`src/hlt_pkg.sv`:
```
package hlt_pkg;

    // ------------------------------------------------------------------
    // Widths and mode field layout
    // ------------------------------------------------------------------
    localparam int unsigned   CNT_W       = 8;
    localparam int unsigned   MODE_W      = 5;
    localparam int unsigned   POST_W      = 4;
    localparam int unsigned   SYNC_STAGES = 2;
    localparam logic [7:0]    PERIOD_RST  = 8'hFF;
    localparam logic [7:0]    COUNT_ZERO  = 8'h00;

    // ------------------------------------------------------------------
    // Mode groups in bits 4:3 and the low code in bits 2:0
    // ------------------------------------------------------------------
    localparam logic [1:0]    GRP_FREE    = 2'h0;
    localparam logic [1:0]    GRP_ONESHOT = 2'h1;
    localparam logic [1:0]    GRP_MONO    = 2'h2;
    localparam logic [2:0]    LO_SWGATE   = 3'h0;
    localparam logic [2:0]    LO_GATE_HI  = 3'h1;
    localparam logic [2:0]    LO_GATE_LO  = 3'h2;
    localparam logic [2:0]    LO_ANY_EDGE = 3'h3;
    localparam logic [2:0]    LO_RISE     = 3'h4;
    localparam logic [2:0]    LO_FALL     = 3'h5;
    localparam logic [2:0]    LO_LVL_LOW  = 3'h6;
    localparam logic [2:0]    LO_LVL_HIGH = 3'h7;

    // Delay from an external reset to the restart of counting.
    localparam int unsigned   RESTART_CLKS = 2;

    // Run state of the counter.
    typedef enum logic [2:0]
    {
        HLT_IDLE = 3'b001,
        HLT_ARM  = 3'b010,
        HLT_RUN  = 3'b100
    } hlt_state_e;

endpackage : hlt_pkg

```
`src/hlt_timer.sv`:
```
module hlt_timer
    import hlt_pkg::*;
#(
    parameter int unsigned WIDTH = CNT_W
)
(
    input  wire logic             core_clk_i,
    input  wire logic             rst_i,
    input  wire logic             clk_en_i,
    input  wire logic             run_set_i,
    input  wire logic             run_clr_i,
    input  wire logic [MODE_W-1:0] mode_i,
    input  wire logic [POST_W-1:0] postscale_sel_i,
    input  wire logic             period_wr_i,
    input  wire logic [WIDTH-1:0] period_wdata_i,
    input  wire logic             count_wr_i,
    input  wire logic [WIDTH-1:0] count_wdata_i,
    input  wire logic             ext_reset_signal_i,
    input  wire logic             timer_irq_enable_i,
    output logic                  run_o,
    output logic [WIDTH-1:0]      timer_count_o,
    output logic [WIDTH-1:0]      period_value_o,
    output logic                  period_match_o,
    output logic                  period_start_o,
    output logic                  postscaled_o,
    output logic                  irq_o
);

    // ------------------------------------------------------------------
    // Elaboration check
    // ------------------------------------------------------------------
    // The reset constants are eight bits wide, so wider counts cannot
    // take their reset values from them.
    if (WIDTH < 2 || WIDTH > CNT_W)
    begin : g_bad_width
        $error("hlt_timer WIDTH must be 2 to 8.");
    end

    // ------------------------------------------------------------------
    // State
    // ------------------------------------------------------------------
    logic                 run_q;
    logic [WIDTH-1:0]     cnt_q;
    logic [WIDTH-1:0]     cnt_d;
    logic [WIDTH-1:0]     per_q;
    logic [POST_W-1:0]    post_q;
    logic                 posted_q;
    logic                 irq_q;
    logic                 ers_prev_q;
    logic [1:0]           hold_q;
    logic                 start_q;
    logic [MODE_W-1:0]    mode_q;
    hlt_state_e           state_q;
    hlt_state_e           state_d;
    logic                 run_s;
    logic                 ers_s;

    // Software run bit; the hardware clear in one-shot modes wins over set.
    logic run_hw_clr;
    always_ff @(posedge core_clk_i)
    begin
        if (rst_i)
            run_q <= 1'b0;
        else if (clk_en_i)
            run_q <= run_hw_clr ? 1'b0 : (run_set_i ? 1'b1 :
                     (run_clr_i ? 1'b0 : run_q));
    end

    // ------------------------------------------------------------------
    // Synchronisers for the run bit and the external signal
    // ------------------------------------------------------------------
    hlt_sync #(.STAGES(SYNC_STAGES)) u_sync_run
    (
        .core_clk_i (core_clk_i),
        .rst_i      (rst_i),
        .clk_en_i   (clk_en_i),
        .async_i    (run_q),
        .sync_o     (run_s)
    );

    hlt_sync #(.STAGES(SYNC_STAGES)) u_sync_ers
    (
        .core_clk_i (core_clk_i),
        .rst_i      (rst_i),
        .clk_en_i   (clk_en_i),
        .async_i    (ext_reset_signal_i),
        .sync_o     (ers_s)
    );

    // ------------------------------------------------------------------
    // Mode decode
    // ------------------------------------------------------------------
    wire [1:0] grp = mode_i[4:3];
    wire [2:0] lo  = mode_i[2:0];
    wire rise      = ers_s & ~ers_prev_q;
    wire fall      = ~ers_s & ers_prev_q;

    // Edge selection shared by start and reset decoding.
    function automatic logic edge_hit(input logic [2:0] c,
                                      input logic r, input logic f);
        logic h;
        h = 1'b0;
        if (c == LO_ANY_EDGE)
            h = r | f;
        else if (c == LO_RISE || c == LO_GATE_HI || c == LO_LVL_LOW)
            h = r;
        else
            h = f;
        return h;
    endfunction : edge_hit

    wire is_free   = (grp == GRP_FREE);
    wire is_os     = (grp == GRP_ONESHOT);
    wire is_mono   = (grp == GRP_MONO) && (lo >= LO_GATE_HI)
                     && (lo <= LO_ANY_EDGE);
    wire is_lvl_os = (grp == GRP_MONO) && (lo >= LO_LVL_LOW);
    wire single    = is_os | is_mono | is_lvl_os;
    // Edge-started modes need an edge after the run bit goes high.
    wire edge_start = (is_os && lo != LO_SWGATE) || is_mono;
    // Start edge: codes 4/6 rise, 5/7 fall, 1/2/3 as their edge codes.
    wire [2:0] start_code = (lo == LO_RISE || lo == LO_LVL_LOW) ?
                            LO_GATE_HI :
                            ((lo == LO_FALL || lo == LO_LVL_HIGH) ?
                            LO_GATE_LO : lo);
    wire start_edge = edge_hit(start_code, rise, fall);

    // Active level of the reset for the level modes.
    wire lvl_active = (lo == LO_LVL_LOW) ? ~ers_s : ers_s;

    // Gate and reset terms for the free-running and one-shot modes.
    wire gate_stop = is_free && ((lo == LO_GATE_HI && ers_s) ||
                     (lo == LO_GATE_LO && !ers_s));
    wire free_edge_rst = is_free && (lo >= LO_ANY_EDGE) &&
                         (lo <= LO_FALL) && edge_hit(lo, rise, fall);
    wire free_lvl = is_free && (lo >= LO_LVL_LOW) && run_s;
    wire os_edge_rst = is_os && (lo == LO_RISE || lo == LO_FALL) &&
                       state_q == HLT_RUN && edge_hit(lo, rise, fall);
    wire os_lvl = is_os && (lo >= LO_LVL_LOW);
    wire edge_rst = free_edge_rst | os_edge_rst;
    // Level reset held: level limit, edge-start level reset, level start.
    wire lvl_hold = (free_lvl && lvl_active) ||
                    (os_lvl && lvl_active) ||
                    (is_lvl_os && ((lo == LO_LVL_LOW) ?
                     !ers_s : ers_s));

    // ------------------------------------------------------------------
    // Run state: idle until started, armed waiting for an edge, running
    // ------------------------------------------------------------------
    always_comb
    begin
        state_d = state_q;
        unique case (state_q)
            // The live run bit is needed too, so the stale synchronised
            // copy cannot restart the count after a hardware clear.
            HLT_IDLE:
                if (run_s && run_q)
                    state_d = edge_start ? HLT_ARM : HLT_RUN;
            HLT_ARM:
                if (!run_s)
                    state_d = HLT_IDLE;
                else if (start_edge || !edge_start)
                    state_d = HLT_RUN;
            HLT_RUN:
                if (!run_s)
                    state_d = HLT_IDLE;
                else if (run_hw_clr)
                    state_d = HLT_IDLE;
                else if (is_mono && period_match_o)
                    state_d = HLT_ARM;
                else if (os_lvl && lvl_hold)
                    state_d = HLT_ARM;
            default:
                state_d = HLT_IDLE;
        endcase
    end

    // Period match, only while counting.
    assign period_match_o = (cnt_q == per_q) && state_q == HLT_RUN &&
                            hold_q == 2'h0 && !gate_stop;
    assign run_hw_clr = (is_os || is_lvl_os) && period_match_o;

    // ------------------------------------------------------------------
    // Counter next value
    // ------------------------------------------------------------------
    wire restart = edge_rst || lvl_hold;
    always_comb
    begin
        cnt_d = cnt_q;
        if (count_wr_i)
            cnt_d = count_wdata_i;
        else if (restart)
            cnt_d = COUNT_ZERO[WIDTH-1:0];
        else if (state_q != HLT_RUN)
            cnt_d = cnt_q;
        else if (hold_q != 2'h0 || gate_stop)
            cnt_d = cnt_q;
        else if (period_match_o)
            cnt_d = COUNT_ZERO[WIDTH-1:0];
        else
            cnt_d = cnt_q + 1'b1;
    end

    // Counter, period and the two-clock restart delay.
    always_ff @(posedge core_clk_i)
    begin
        if (rst_i)
        begin
            cnt_q      <= '0;
            per_q      <= PERIOD_RST[WIDTH-1:0];
            state_q    <= HLT_IDLE;
            ers_prev_q <= 1'b0;
            hold_q     <= 2'h0;
            start_q    <= 1'b0;
            mode_q     <= '0;
        end
        else if (clk_en_i)
        begin
            cnt_q      <= cnt_d;
            state_q    <= state_d;
            ers_prev_q <= ers_s;
            mode_q     <= mode_i;
            if (period_wr_i)
                per_q <= period_wdata_i;
            // Reset holds the count; release waits two more clocks.
            if (restart)
                hold_q <= 2'(RESTART_CLKS);
            else if (hold_q != 2'h0)
                hold_q <= hold_q - 2'h1;
            start_q <= (hold_q == 2'h1) && !restart;
        end
    end

    assign period_start_o = start_q;

    // ------------------------------------------------------------------
    // Postscaler; cleared on count or mode writes and on resets
    // ------------------------------------------------------------------
    wire post_clr = count_wr_i || (mode_i != mode_q) || restart;
    always_ff @(posedge core_clk_i)
    begin
        if (rst_i)
        begin
            post_q   <= '0;
            posted_q <= 1'b0;
            irq_q    <= 1'b0;
        end
        else if (clk_en_i)
        begin
            posted_q <= 1'b0;
            if (post_clr)
                post_q <= '0;
            else if (period_match_o)
            begin
                if (post_q == postscale_sel_i)
                begin
                    post_q   <= '0;
                    posted_q <= 1'b1;
                end
                else
                    post_q <= post_q + 1'b1;
            end
            // Set wins: a new event keeps the request up.
            irq_q <= (posted_q | irq_q) & timer_irq_enable_i &
                     !(irq_q && !posted_q);
        end
    end

    assign run_o          = run_q;
    assign timer_count_o  = cnt_q;
    assign period_value_o = per_q;
    assign postscaled_o   = posted_q;
    assign irq_o          = irq_q;

endmodule : hlt_timer

```
`src/hlt_sync.sv`:
```
module hlt_sync
    import hlt_pkg::*;
#(
    parameter int unsigned STAGES = SYNC_STAGES
)
(
    input  wire logic core_clk_i,
    input  wire logic rst_i,
    input  wire logic clk_en_i,
    input  wire logic async_i,
    output logic      sync_o
);

    logic [STAGES-1:0] stage_q;

    // ------------------------------------------------------------------
    // Elaboration check
    // ------------------------------------------------------------------
    if (STAGES < 2)
    begin : g_bad
        $error("hlt_sync needs at least two stages.");
    end

    // Only the last stage is visible, so the first flop feeds nothing else.
    always_ff @(posedge core_clk_i)
    begin
        if (rst_i)
            stage_q <= '0;
        else if (clk_en_i)
            stage_q <= {stage_q[STAGES-2:0], async_i};
    end

    assign sync_o = stage_q[STAGES-1];

endmodule : hlt_sync

```
`config.mk`:
```
export PLATFORM = sky130hd
export DESIGN_NAME = hlt_timer
export DESIGN_NICKNAME = d
export VERILOG_FILES = /design/src/hlt_pkg.sv /design/src/hlt_timer.sv /design/src/hlt_sync.sv
export SDC_FILE = /design/constraint.sdc
export NUM_CORES = 1
export LEC_CHECK = 0
export BUFFER_PORTS_ARGS = -buffer_cell sky130_fd_sc_hd__buf_2
export CORE_MARGIN = 4
export CORE_UTILIZATION = 45
export DETAILED_ROUTE_END_ITERATION = 8
export GPL_TIMING_DRIVEN = 0
export PLACE_DENSITY = 0.69
export SYNTH_ARGS = -nofsm -noshare
export SYNTH_HDL_FRONTEND = slang
export SYNTH_SLANG_ARGS = --single-unit
```
`constraint.sdc`:
```
create_clock -name core_clk_i -period 2.43 [get_ports core_clk_i]
set_clock_uncertainty 0.2 [all_clocks]
set_input_delay 0 -clock core_clk_i [delete_from_list [all_inputs] [get_ports core_clk_i]]
set_output_delay 0 -clock core_clk_i [all_outputs]
set_load 0.02 [all_outputs]
```
==> results of run 1 <==
power by group:
| part | internal [mW] | total [mW] | leakage [nW] | switching (mW) |
|---|---|---|---|---|
| Sequential | 0.695 | 0.768 | 0.323 | 0.0723 |
| Clock | 0.411 | 0.636 | 0.0654 | 0.226 |
| Combinational | 0.244 | 0.490 | 0.953 | 0.247 |
| Total | 1.35 | 1.89 | 1.34 | 0.545 |
worst register-to-register path, delay by kind of cell (launching register included):
family                 cells  cell delay (ps)
AND/OR/NAND/NOR            3              850
AO/OA/AOI/OAI              3              570
buffers and inverters      2              250
flip-flops                 1              370
through the flow:
stage	hold WS (ps)	utilization, %	total power, mW	cells
floorplan	-52.8	-	1.07	286
detailed placement	39.7	52.9	1.19	407
global route	65.7	65.1	2.00	456
CTS	40.8	62.7	1.87	451
finish	40.7	65.1	1.89	456
global placement	35.9	52.9	1.18	407
layout by cell type (no fill, tap or decap), types with 6 or more instances in the layout:
| master | netlist | layout |
|---|---|---|
| buf_2 | 2 | 52 |
| dlygate4sd3_1 | 0 | 34 |
| nand2_1 | 32 | 31 |
| dfxtp_1 | 39 | 30 |
| nand3_1 | 23 | 23 |
| nor2_1 | 23 | 23 |
| a21oi_1 | 13 | 13 |
| xnor2_1 | 12 | 12 |
| clkbuf_1 | 11 | 11 |
| mux2i_1 | 11 | 11 |
| inv_1 | 11 | 10 |
| nand4_1 | 10 | 10 |
| nor3_1 | 10 | 10 |
| buf_4 | 0 | 8 |
| dfxtp_2 | 0 | 8 |
| xor2_1 | 6 | 6 |
layer usage:
metal / up-vias / GRT usage [%] / routed length [um] / part of all wire (%)
li1: 1237 / - / - / -
met2: 75 / 34.9 / 3170 / 50
met5: - / 0 / 0 / 0
met3: 4 / 4.15 / 393 / 6.2
met1: 1170 / 26.1 / 2750 / 43
met4: 0 / 6.59 / 38 / 0.60
kinds of logic (layout without fill, tap and decap cells):
| kind of cell | after synthesis | count (layout) | synth area share [%] |
|---|---|---|---|
| buffers and inverters | 28 | 128 | 5.63 |
| AOI/OAI and AO/OA | 59 | 59 | 19.5 |
| muxes | 11 | 11 | 4.67 |
| DFF | 39 | 39 | 33.1 |
| adders and majority gates | 6 | 6 | 3.18 |
| xor gates and xnor gates | 18 | 18 | 6.69 |
| and+or+nand+nor | 125 | 125 | 27.2 |
registers in the layout (all words and copies together) (netlist names):
| signal | cells |
|---|---|
| postscaled_o | 1 |
| mode_q | 5 |
| state_q | 3 |
| post_q | 4 |
| u_sync_ers.stage_q | 2 |
| hold_q | 2 |
| ers_prev_q | 1 |
| period_value_o | 8 |
| timer_count_o | 8 |
| u_sync_run.stage_q | 2 |
| run_o | 1 |
| irq_o | 1 |
| period_start_o | 1 |
area by class of cell:
type                    instances  area (um^2)  share of cell area [%]
multi-input cells             219         1520                    45.7
flip-flops and latches         39          795                    23.9
repair buffers                 93          656                    19.7
plain buffers                  15         87.6                    2.63
well taps                      70         87.6                    2.63
clock buffers                   6         72.6                    2.18
clock inverters                 2         60.1                    1.81
inverters                      12         47.5                    1.43
timing repair:
| action | in CTS | in global routing |
|---|---|---|
| resized for setup | 1 | 25 |
| pin swaps | 2 | 5 |
| gates cloned | 0 | 0 |
| hold buffers | 34 | 0 |
| endpoints found under the setup margin | 8 | 19 |
| buffers inserted | 2 | 6 |
| endpoints found under the hold margin | 26 | 0 |
worst paths after layout:
kind,startpoint,endpoint,slack [ps]
worst max-delay path,u_sync_ers.stage_q[1],timer_count_o[4],120
worst min-delay path,count_wr_i,timer_count_o[2],40
worst max register to register,u_sync_ers.stage_q[1],timer_count_o[4],120
worst min register to register,period_start_o,period_start_o,260
==> summary.txt, run 1 <==
Outcome
  – Status: finished clean

Cells and area
  – Share of cells above drive strength 1: 27.5%
  – Fillers: 444
  – Area Growth Syn to Fin: 41.1%
  – Nets: 425
  – Ant diodes: 0
  – Non-Filler Cell Area, Final: 3330 um^2

Clock tree
  – Clock Tree Buf Depth: 2
  – CTS tree: done
  – Sink Count: 39
  – Clk_lat worst skew: 290 ps
  – CTS H-Tree Depth: 2
  – Clock transition at path regs: 80 ps
  – CTS Buf Count: 5
  – Clk Tree Root Cell: clkbuf_8

GRT
  – First-pass GRT wire length: 10700 um
  – GRT overflow: 0
  – Largest net degree at the start of global routing: 13
  – Vias in the first global route: 2391
  – Initial antenna violation count: 0
  – GRT Total Usage: 20.6%

Route
  – Routed Antenna Nets: 0
  – DRC Markers: 0
  – Pre-antenna DRT Iters: 4
  – Drt initial violations: 97
  – Vias: 2486
  – Routed len/inst: 13.9 um
  – Post-Route WL: 6360 um
  – Vias per std cell: 5.45

Min path
  – Hold Path Stages: 5
  – Hold/Removal Path Class: input pin to flop

Yosys
  – Top FF cell, synth: dfxtp_1
  – Syn nets: 326
  – Post-synth EDFFs: 0
  – Post-synth ARST share: 0%
  – Cell taking the most area after synthesis: dfxtp_1
  – Commonest cells in the netlist: 39 x dfxtp_1, 32 x nand2_1, 23 x nand3_1, 23 x nor2_1, 13 x a21oi_1
  – Mapped Cells: 286
  – Top-area cell type share of the netlist area: 33.1%
  – Post-Syn Area per Cell: 8.24 um^2
  – Top-count cell post-synth: dfxtp_1
  – #FFs+latches synth: 39
  – YS warnings: 0
  – Seq/Total Area, Yosys: 33.1%
  – Cell Area, Synth: 2360 um^2
  – Synth area leaders: dfxtp_1 33%, nand2_1 5.1%, nand3_1 4.9%, mux2i_1 4.7%, xnor2_1 4.5%
  – Synth cell types: 54

Job
  – Max-cap viol count: 0

Setup path
  – CP arrival: 2320 ps
  – CP Launch Type: flop
  – CP max-delay cell: or3b_4
  – Endpoint class of the critical path: flop
  – Critical Path RT: 2440 ps
  – Buffers and inverters on the worst path: 2
  – Critical path depth: 8
  – CP max stage delay: 410 ps
  – Crit path cell chain: or3b_4, a2111oi_4, or4_4, inv_4, nor3_4, buf_6, a22oi_2, o221ai_2
  – Crit Path Max Fanout: 10
  – Setup CP Type: flop to flop
  – Largest delay contributor family on the critical path: simple AND/OR/NAND/NOR gates
  – Reg2Reg Depth: 8

Power
  – PwrDens: 569 nW/um^2
  – Max VDD drop: 0.000409 V
  – P_leak: 1.34 nW

Placed design
  – Post-DP Area: 2700 um^2
  – Placer congestion estimate: 0.802
  – Final HPWL DP: 4370 um
  – Place WS: -65.2 ps
  – Input/output buffers: 51

Floorplanning
  – IO Pins: 55
  – Core ar.: 5110 um^2
  – Row cnt: 26
  – Starting Density: 46.2%
  – DIE AREA: 6460 um^2
  – Die Y: 80.4 um
  – Die Width: 80.4 um

Timing
  – Final Max Tran Viols: 0
  – Ratio of final minimum period to clock period: 95.2%
  – Slew headroom: 54.6%
  – Max frequency: 432 MHz
  – Least-Margin Pin Slew: 681 ps
  – Worst setup margin: 118 ps
  – Final hold vios: 0
  – Final min period: 2310 ps
  – TNS Setup: 0 ps
  – # setup viols final: 0
(Power assumes the default switching activity.)
==> inputs of run 2 (changes only) <==
- CORE_ASPECT_RATIO: not set -> 1.1
==> run 2 against run 1 <==
Against the previous run:
- hold slack got worse by 34 ps
- sequential cell count unchanged
- highest routed layer unchanged
- critical path type unchanged
- sequential share of layout area increased by 0.85 points
- total power decreased by 6.7%
- critical path depth increased by 2
- via count decreased by 0.32%
- combinational power decreased by 4.7%
- design area decreased by 4.1%
- critical endpoint is now timer_count_o[3]
- global-route usage decreased by 0.23 points
- count of clock-buffer cells in the layout decreased by 1
==> summary.txt, run 2 (synthesized netlist as in run 1, its figures left out) <==
Setup path
  – Largest delay contributor family on the critical path: simple AND/OR/NAND/NOR gates
  – CP max stage delay: 540 ps (+130 ps)
  – Critical Path RT: 2400 ps (-40 ps)
  – Crit path cell chain: inv_1, ha_2, nand4bb_1, buf_4, or4_4, inv_6, nor3_4, buf_4, a22oi_1, o221ai_1
  – CP arrival: 2320 ps (about the same)
  – R2R Path End: timer_count_o[3]
  – Reg2Reg Depth: 10 (+2)
  – RR Startpoint: hold_q[1]
  – Setup CP Type: flop to flop
  – Worst setup path start: hold_q[1]
  – CP most frequent cell: buf_4
  – CP Launch Type: flop
  – CP max-delay cell: or4_4
  – Crit Path Max Fanout: 5 (-5)
  – Endpoint class of the critical path: flop
  – Buffers and inverters on the worst path: 4 (+2)
  – Reg2Reg Setup Slack: 80 ps (-40 ps)

Min path
  – Hold Crit Start: mode_i[4]
  – Hold Path Stages: 3 (-2)
  – Hold Path End: mode_q[4]
  – Hold/Removal Path Class: input pin to flop

Timing
  – RSZ-0062 raised after global routing: true
  – Final min period: 2350 ps (+36.1 ps)
  – Final hold vios: 0 (unchanged)
  – # setup viols final: 0 (unchanged)
  – Final Max Tran Viols: 0 (unchanged)
  – TNS Setup: 0 ps (unchanged)
  – Hold slack: 6.49 ps (-34.2 ps)
  – Slew headroom: 50.0% (-4.6 points)
  – Max frequency: 426 MHz (-1.5%)
  – Least-Margin Pin Slew: 750 ps (+68.3 ps)
  – Ratio of final minimum period to clock period: 96.6% (+1.5 points)

Floorplanning
  – Starting Density: 46.8% (+0.68 points)
  – IO Pins: 55 (unchanged)
  – Row cnt: 27 (+3.8%)
  – Die Y: 83.9 um (+4.4%)
  – DIE AREA: 6460 um^2 (about the same)
  – Die Width: 77.0 um (-4.2%)
  – Core ar.: 5030 um^2 (-1.4%)

Power
  – P_leak: 1.29 nW (-3.9%)
  – Sequential share of power: 43.2% (+2.7 points)
  – PwrDens: 554 nW/um^2 (-2.7%)
  – Internal power: 1.22 mW (-9.9%)
  – Clock network power share: 30.4% (-3.2 points)
  – Switch Pwr: 0.551 mW (+1.2%)
  – Max VDD drop: 0.000335 V (-18%)
  – Sw frac: 31.2% (+2.4 points)
  – Combinational fraction of design power: 26.4% (+0.5 points)

Cells and area
  – Non-Filler Cell Area, Final: 3190 um^2 (-4.1%)
  – Final core occ: 63.4% (-1.7 points)
  – Share of cells above drive strength 1: 23.7% (-3.8 points)
  – Nets: 420 (-1.2%)
  – Area Growth Syn to Fin: 35.4%
  – Ant diodes: 0 (unchanged)
  – Most common cell after layout, fill and taps aside: buf_2
  – Commonest cells after routing, fill and taps aside: 52 x buf_2, 34 x dfxtp_1, 34 x dlygate4sd3_1, 32 x nand2_1

Route
  – Routed Antenna Nets: 0 (unchanged)
  – Pre-antenna DRT Iters: 4 (unchanged)
  – Routed len/inst: 15.0 um (+7.6%)
  – Post-Route WL: 6570 um (+3.3%)
  – Vias per std cell: 5.66 (+3.8%)
  – DRC Markers: 0 (unchanged)
  – Drt initial violations: 130 (+34%)
  – Vias: 2478 (-0.32%)

Job
  – Max-cap viol count: 0 (unchanged)

Clock tree
  – Clock transition at path regs: 90 ps (about the same)
  – Clk_lat worst skew: 300 ps (about the same)
  – Clock Tree Buf Depth: 2 (unchanged)
  – CTS tree: done
  – CTS Buf Count: 5 (unchanged)
  – Sink Count: 39 (unchanged)
  – CTS H-Tree Depth: 2 (unchanged)
  – Clk Tree Root Cell: clkbuf_8

GRT
  – Largest net degree at the start of global routing: 13 (unchanged)
  – GRT overflow: 0 (unchanged)
  – Vias in the first global route: 2443 (+2.2%)
  – First-pass GRT wire length: 10900 um (+1.5%)
  – Initial antenna violation count: 0 (unchanged)
  – GRT Total Usage: 20.4% (-0.23 points)

Outcome
  – Status: finished clean

Placed design
  – Placer congestion estimate: 0.804 (+0.16%)
  – Input/output buffers: 51 (unchanged)
  – Post-DP Area: 2690 um^2 (-0.56%)
  – Final HPWL DP: 4420 um (+1.2%)
run 2: cell type report:
class,instances,area (um^2)
plain buffers,16,87.6
clock buffers,5,68.8
clock inverters,2,37.5
fillers,416,1840
inverters,12,50.0
multi-input cells,219,1480
flip-flops and latches,39,790
well taps,58,72.6
repair buffers,87,611
run 2: routing by layer:
layer / GRT usage, % / up-vias / share of wire [%]
li1: - / 1228 / -
met4: 8.74 / 0 / 2.5
met3: 4.43 / 16 / 5.7
met1: 23.9 / 1158 / 43
met2: 35.6 / 76 / 49
met5: 0 / - / 0
run 2: worst max-delay path by stage:
| stage | cells after the start | endpoint | slack, ps |
|---|---|---|---|
| 2_1_floorplan | 8 | timer_count_o[4] | 210 |
| 3_3_place_gp | 8 | timer_count_o[4] | -50 |
| 3_5_place_dp | 8 | timer_count_o[5] | -40 |
| 4_1_cts | 8 | timer_count_o[5] | 8 |
| 5_1_grt | 8 | timer_count_o[3] | -60 |
| 6_report | 10 | timer_count_o[3] | 80 |
run 2: worst register-to-register path: cells and delay by family, from the launching register on:
family	cells	cell delay [ps]
and+or+nand+nor	3	740
buffers and inverters	4	510
AOI/OAI and AO/OA	2	260
DFF	1	320
adders and majority gates	1	200
run 2: power by group through the flow:
| stage | clock network, mW | registers [mW] | logic [mW] |
|---|---|---|---|
| 2_1_floorplan | 0 | 0.782 | 0.287 |
| 3_3_place_gp | 0 | 0.777 | 0.404 |
| 3_5_place_dp | 0 | 0.776 | 0.412 |
| 4_1_cts | 0.546 | 0.761 | 0.454 |
| 5_1_grt | 0.563 | 0.771 | 0.521 |
| 6_report | 0.537 | 0.764 | 0.467 |
run 2: stage by stage:
step,instances,setup slack [ps],total power [mW]
after floorplan,286,215,1.07
after global placement,395,-47.4,1.18
after detailed placement,395,-40.5,1.19
after CTS,436,7.53,1.76
after global routing,438,-59.4,1.86
final,438,81.4,1.77
run 2: timing repair:
action                     4_1_cts  5_1_grt
setup endpoints to repair        7       17
setup buffers                    0        2
gates cloned                     0        0
hold buffers                    34        0
pin swaps                        1        2
hold endpoints to repair        25        0
resized for setup                1       12
==> inputs of run 3 (changes only) <==
- CORE_ASPECT_RATIO: 1.1 -> 0.8
==> run 3 against run 2 <==
Against the previous run:
- maximum frequency shrank 0.76%
- critical path depth shrank 4
- highest routed layer unchanged
- worst setup slack lost 18 ps
- hold slack gained 5.6 ps
- core utilization grew 0.27 points
- sequential cell count is the same
- register-to-register slack lost 20 ps
- combinational power grew 2%
- clock power shrank 20%
- sequential power grew 0.5%
==> summary.txt, run 3 (synthesized netlist as in run 1, its figures left out) <==
Outcome
  – Status: finished clean

Setup path
  – CP Launch Type: flop
  – RR Startpoint: state_q[1]
  – Crit Path Max Fanout: 8 (+3)
  – Critical Path RT: 2410 ps (about the same)
  – Endpoint class of the critical path: flop
  – Setup CP Type: flop to flop
  – CP arrival: 2350 ps (+30 ps)
  – Worst setup path start: state_q[1]

Power
  – PwrDens: 521 nW/um^2 (-5.9%)
  – Tot Pwr: 1.67 mW (-5.5%)
  – Max VDD drop: 0.000358 V (+6.7%)
  – P_leak: 1.29 nW (+0.25%)

Timing
  – TNS Setup: 0 ps (unchanged)
  – Max frequency: 423 MHz (-0.76%)
  – Final hold vios: 0 (unchanged)
  – Worst setup margin: 63.4 ps (-18.1 ps)
  – Ratio of final minimum period to clock period: 97.4% (+0.74 points)
  – Final min period: 2370 ps (+18.1 ps)
  – Final Max Tran Viols: 0 (unchanged)
  – # setup viols final: 0 (unchanged)
  – Hold slack: 12.1 ps (+5.59 ps)
  – Slew headroom: 53.1% (+3.1 points)
  – Least-Margin Pin Slew: 686 ps (-64.0 ps)

Placed design
  – Final HPWL DP: 4360 um (-1.3%)
  – Post-DP Area: 2690 um^2 (+0.19%)
  – Dpl cells: 399 (+1.0%)
  – Place WS: -9.60 ps (+30.9 ps)
  – Input/output buffers: 51 (unchanged)
  – Placer congestion estimate: 0.905 (+13%)

GRT
  – Vias in the first global route: 2298 (-5.9%)
  – GRT overflow: 0 (unchanged)
  – Initial antenna violation count: 0 (unchanged)
  – Largest net degree at the start of global routing: 12 (-1)
  – First-pass GRT wire length: 10400 um (-4.2%)
  – GRT Total Usage: 20.2% (-0.16 points)

Cells and area
  – Nets: 421 (+0.24%)
  – Fin cells: 444 (+1.4%)
  – Non-Filler Cell Area, Final: 3210 um^2 (+0.47%)
  – Share of cells above drive strength 1: 24.6% (+0.92 points)
  – Most common cell after layout, fill and taps aside: buf_2
  – Final core occ: 63.7% (+0.27 points)
  – Area Growth Syn to Fin: 36.0%
  – Ant diodes: 0 (unchanged)
  – Commonest cells after routing, fill and taps aside: 52 x buf_2, 36 x dfxtp_1, 34 x dlygate4sd3_1, 31 x nand2_1

Route
  – Vias: 2487 (+0.36%)
  – Routed len/inst: 14.6 um (-2.4%)
  – Vias per std cell: 5.60 (-0.99%)
  – DRC Markers: 0 (unchanged)
  – Pre-antenna DRT Iters: 5 (+1)
  – Drt initial violations: 129 (-0.77%)
  – Post-Route WL: 6500 um (-1.0%)
  – Routed Antenna Nets: 0 (unchanged)

Floorplanning
  – IO Pins: 55 (unchanged)
  – Core ar.: 5040 um^2 (about the same)
  – Die Y: 72.7 um (-13%)
  – Starting Density: 46.8% (about the same)
  – Row cnt: 23 (-15%)
  – DIE AREA: 6470 um^2 (about the same)
  – Die Width: 88.9 um (+15%)

Clock tree
  – Clock Tree Buf Depth: 2 (unchanged)
  – Clk_lat worst skew: 290 ps (about the same)
  – Sink Count: 39 (unchanged)
  – CTS Buf Count: 5 (unchanged)
  – Clk Tree Root Cell: clkbuf_8
  – CTS H-Tree Depth: 2 (unchanged)
  – CTS tree: done
  – Clock transition at path regs: 80 ps (about the same)

Min path
  – Hold/Removal Path Class: input pin to flop
  – Hold Crit Start: count_wr_i

Job
  – Max-cap viol count: 0 (unchanged)
==> run 3: cell types whose count changed in the layout (fill, tap and decap cells not counted), sizes merged <==
cell | previous run | this run
clkinvlp | 1 | 0
buf | 57 | 60
clkinv | 0 | 1
bufinv | 1 | 0
==> run 3: final timing paths <==
path,to,slack (ps),cells past startpoint
worst max-delay path,hold_q[1],60,6
worst min-delay path,timer_count_o[7],10,4
worst max register to register,hold_q[1],60,6
worst min register to register,period_start_o,280,2
==> run 3: cell type report <==
cell class	instances	area, um^2
clock buffers	7	76.3
clock inverters	1	5.00
multi-input cells	219	1500
inverters	12	50.0
plain buffers	15	83.8
repair buffers	89	629
flip-flops and latches	39	787
well taps	62	77.6
fillers	449	1830
==> run 3: critical path: stages (launching register included) <==
cell and delay, ps:
dfxtp_1 380, or3b_1 380, a221oi_1 440, a31oi_1 280, nand2_1 170, a21oi_1 80
a311oi_1 340
==> run 3: routing by layer <==
metal / track usage (%) / vias up / share of wire (%)
met5: 0 / - / 0
met4: 4.70 / 0 / 0.88
met3: 4.18 / 11 / 6.0
met2: 33.2 / 92 / 45
met1: 27.3 / 1147 / 48
li1: - / 1237 / -
==> run 3: power by group <==
part	internal [mW]	switching, mW	leakage (nW)	total [mW]
combinational	0.228	0.247	0.930	0.475
sequential	0.694	0.0739	0.321	0.768
clock	0.202	0.227	0.0422	0.428
total	1.12	0.547	1.29	1.67
==> run 3: timing repair <==
action / CTS / global route
resized for setup: 1 / 20
setup buffers: 0 / 3
pin swaps: 0 / 4
hold buffers: 34 / 0
cloned: 0 / 1
endpoints found under the setup margin: 8 / 13
endpoints found under the hold margin: 26 / 0
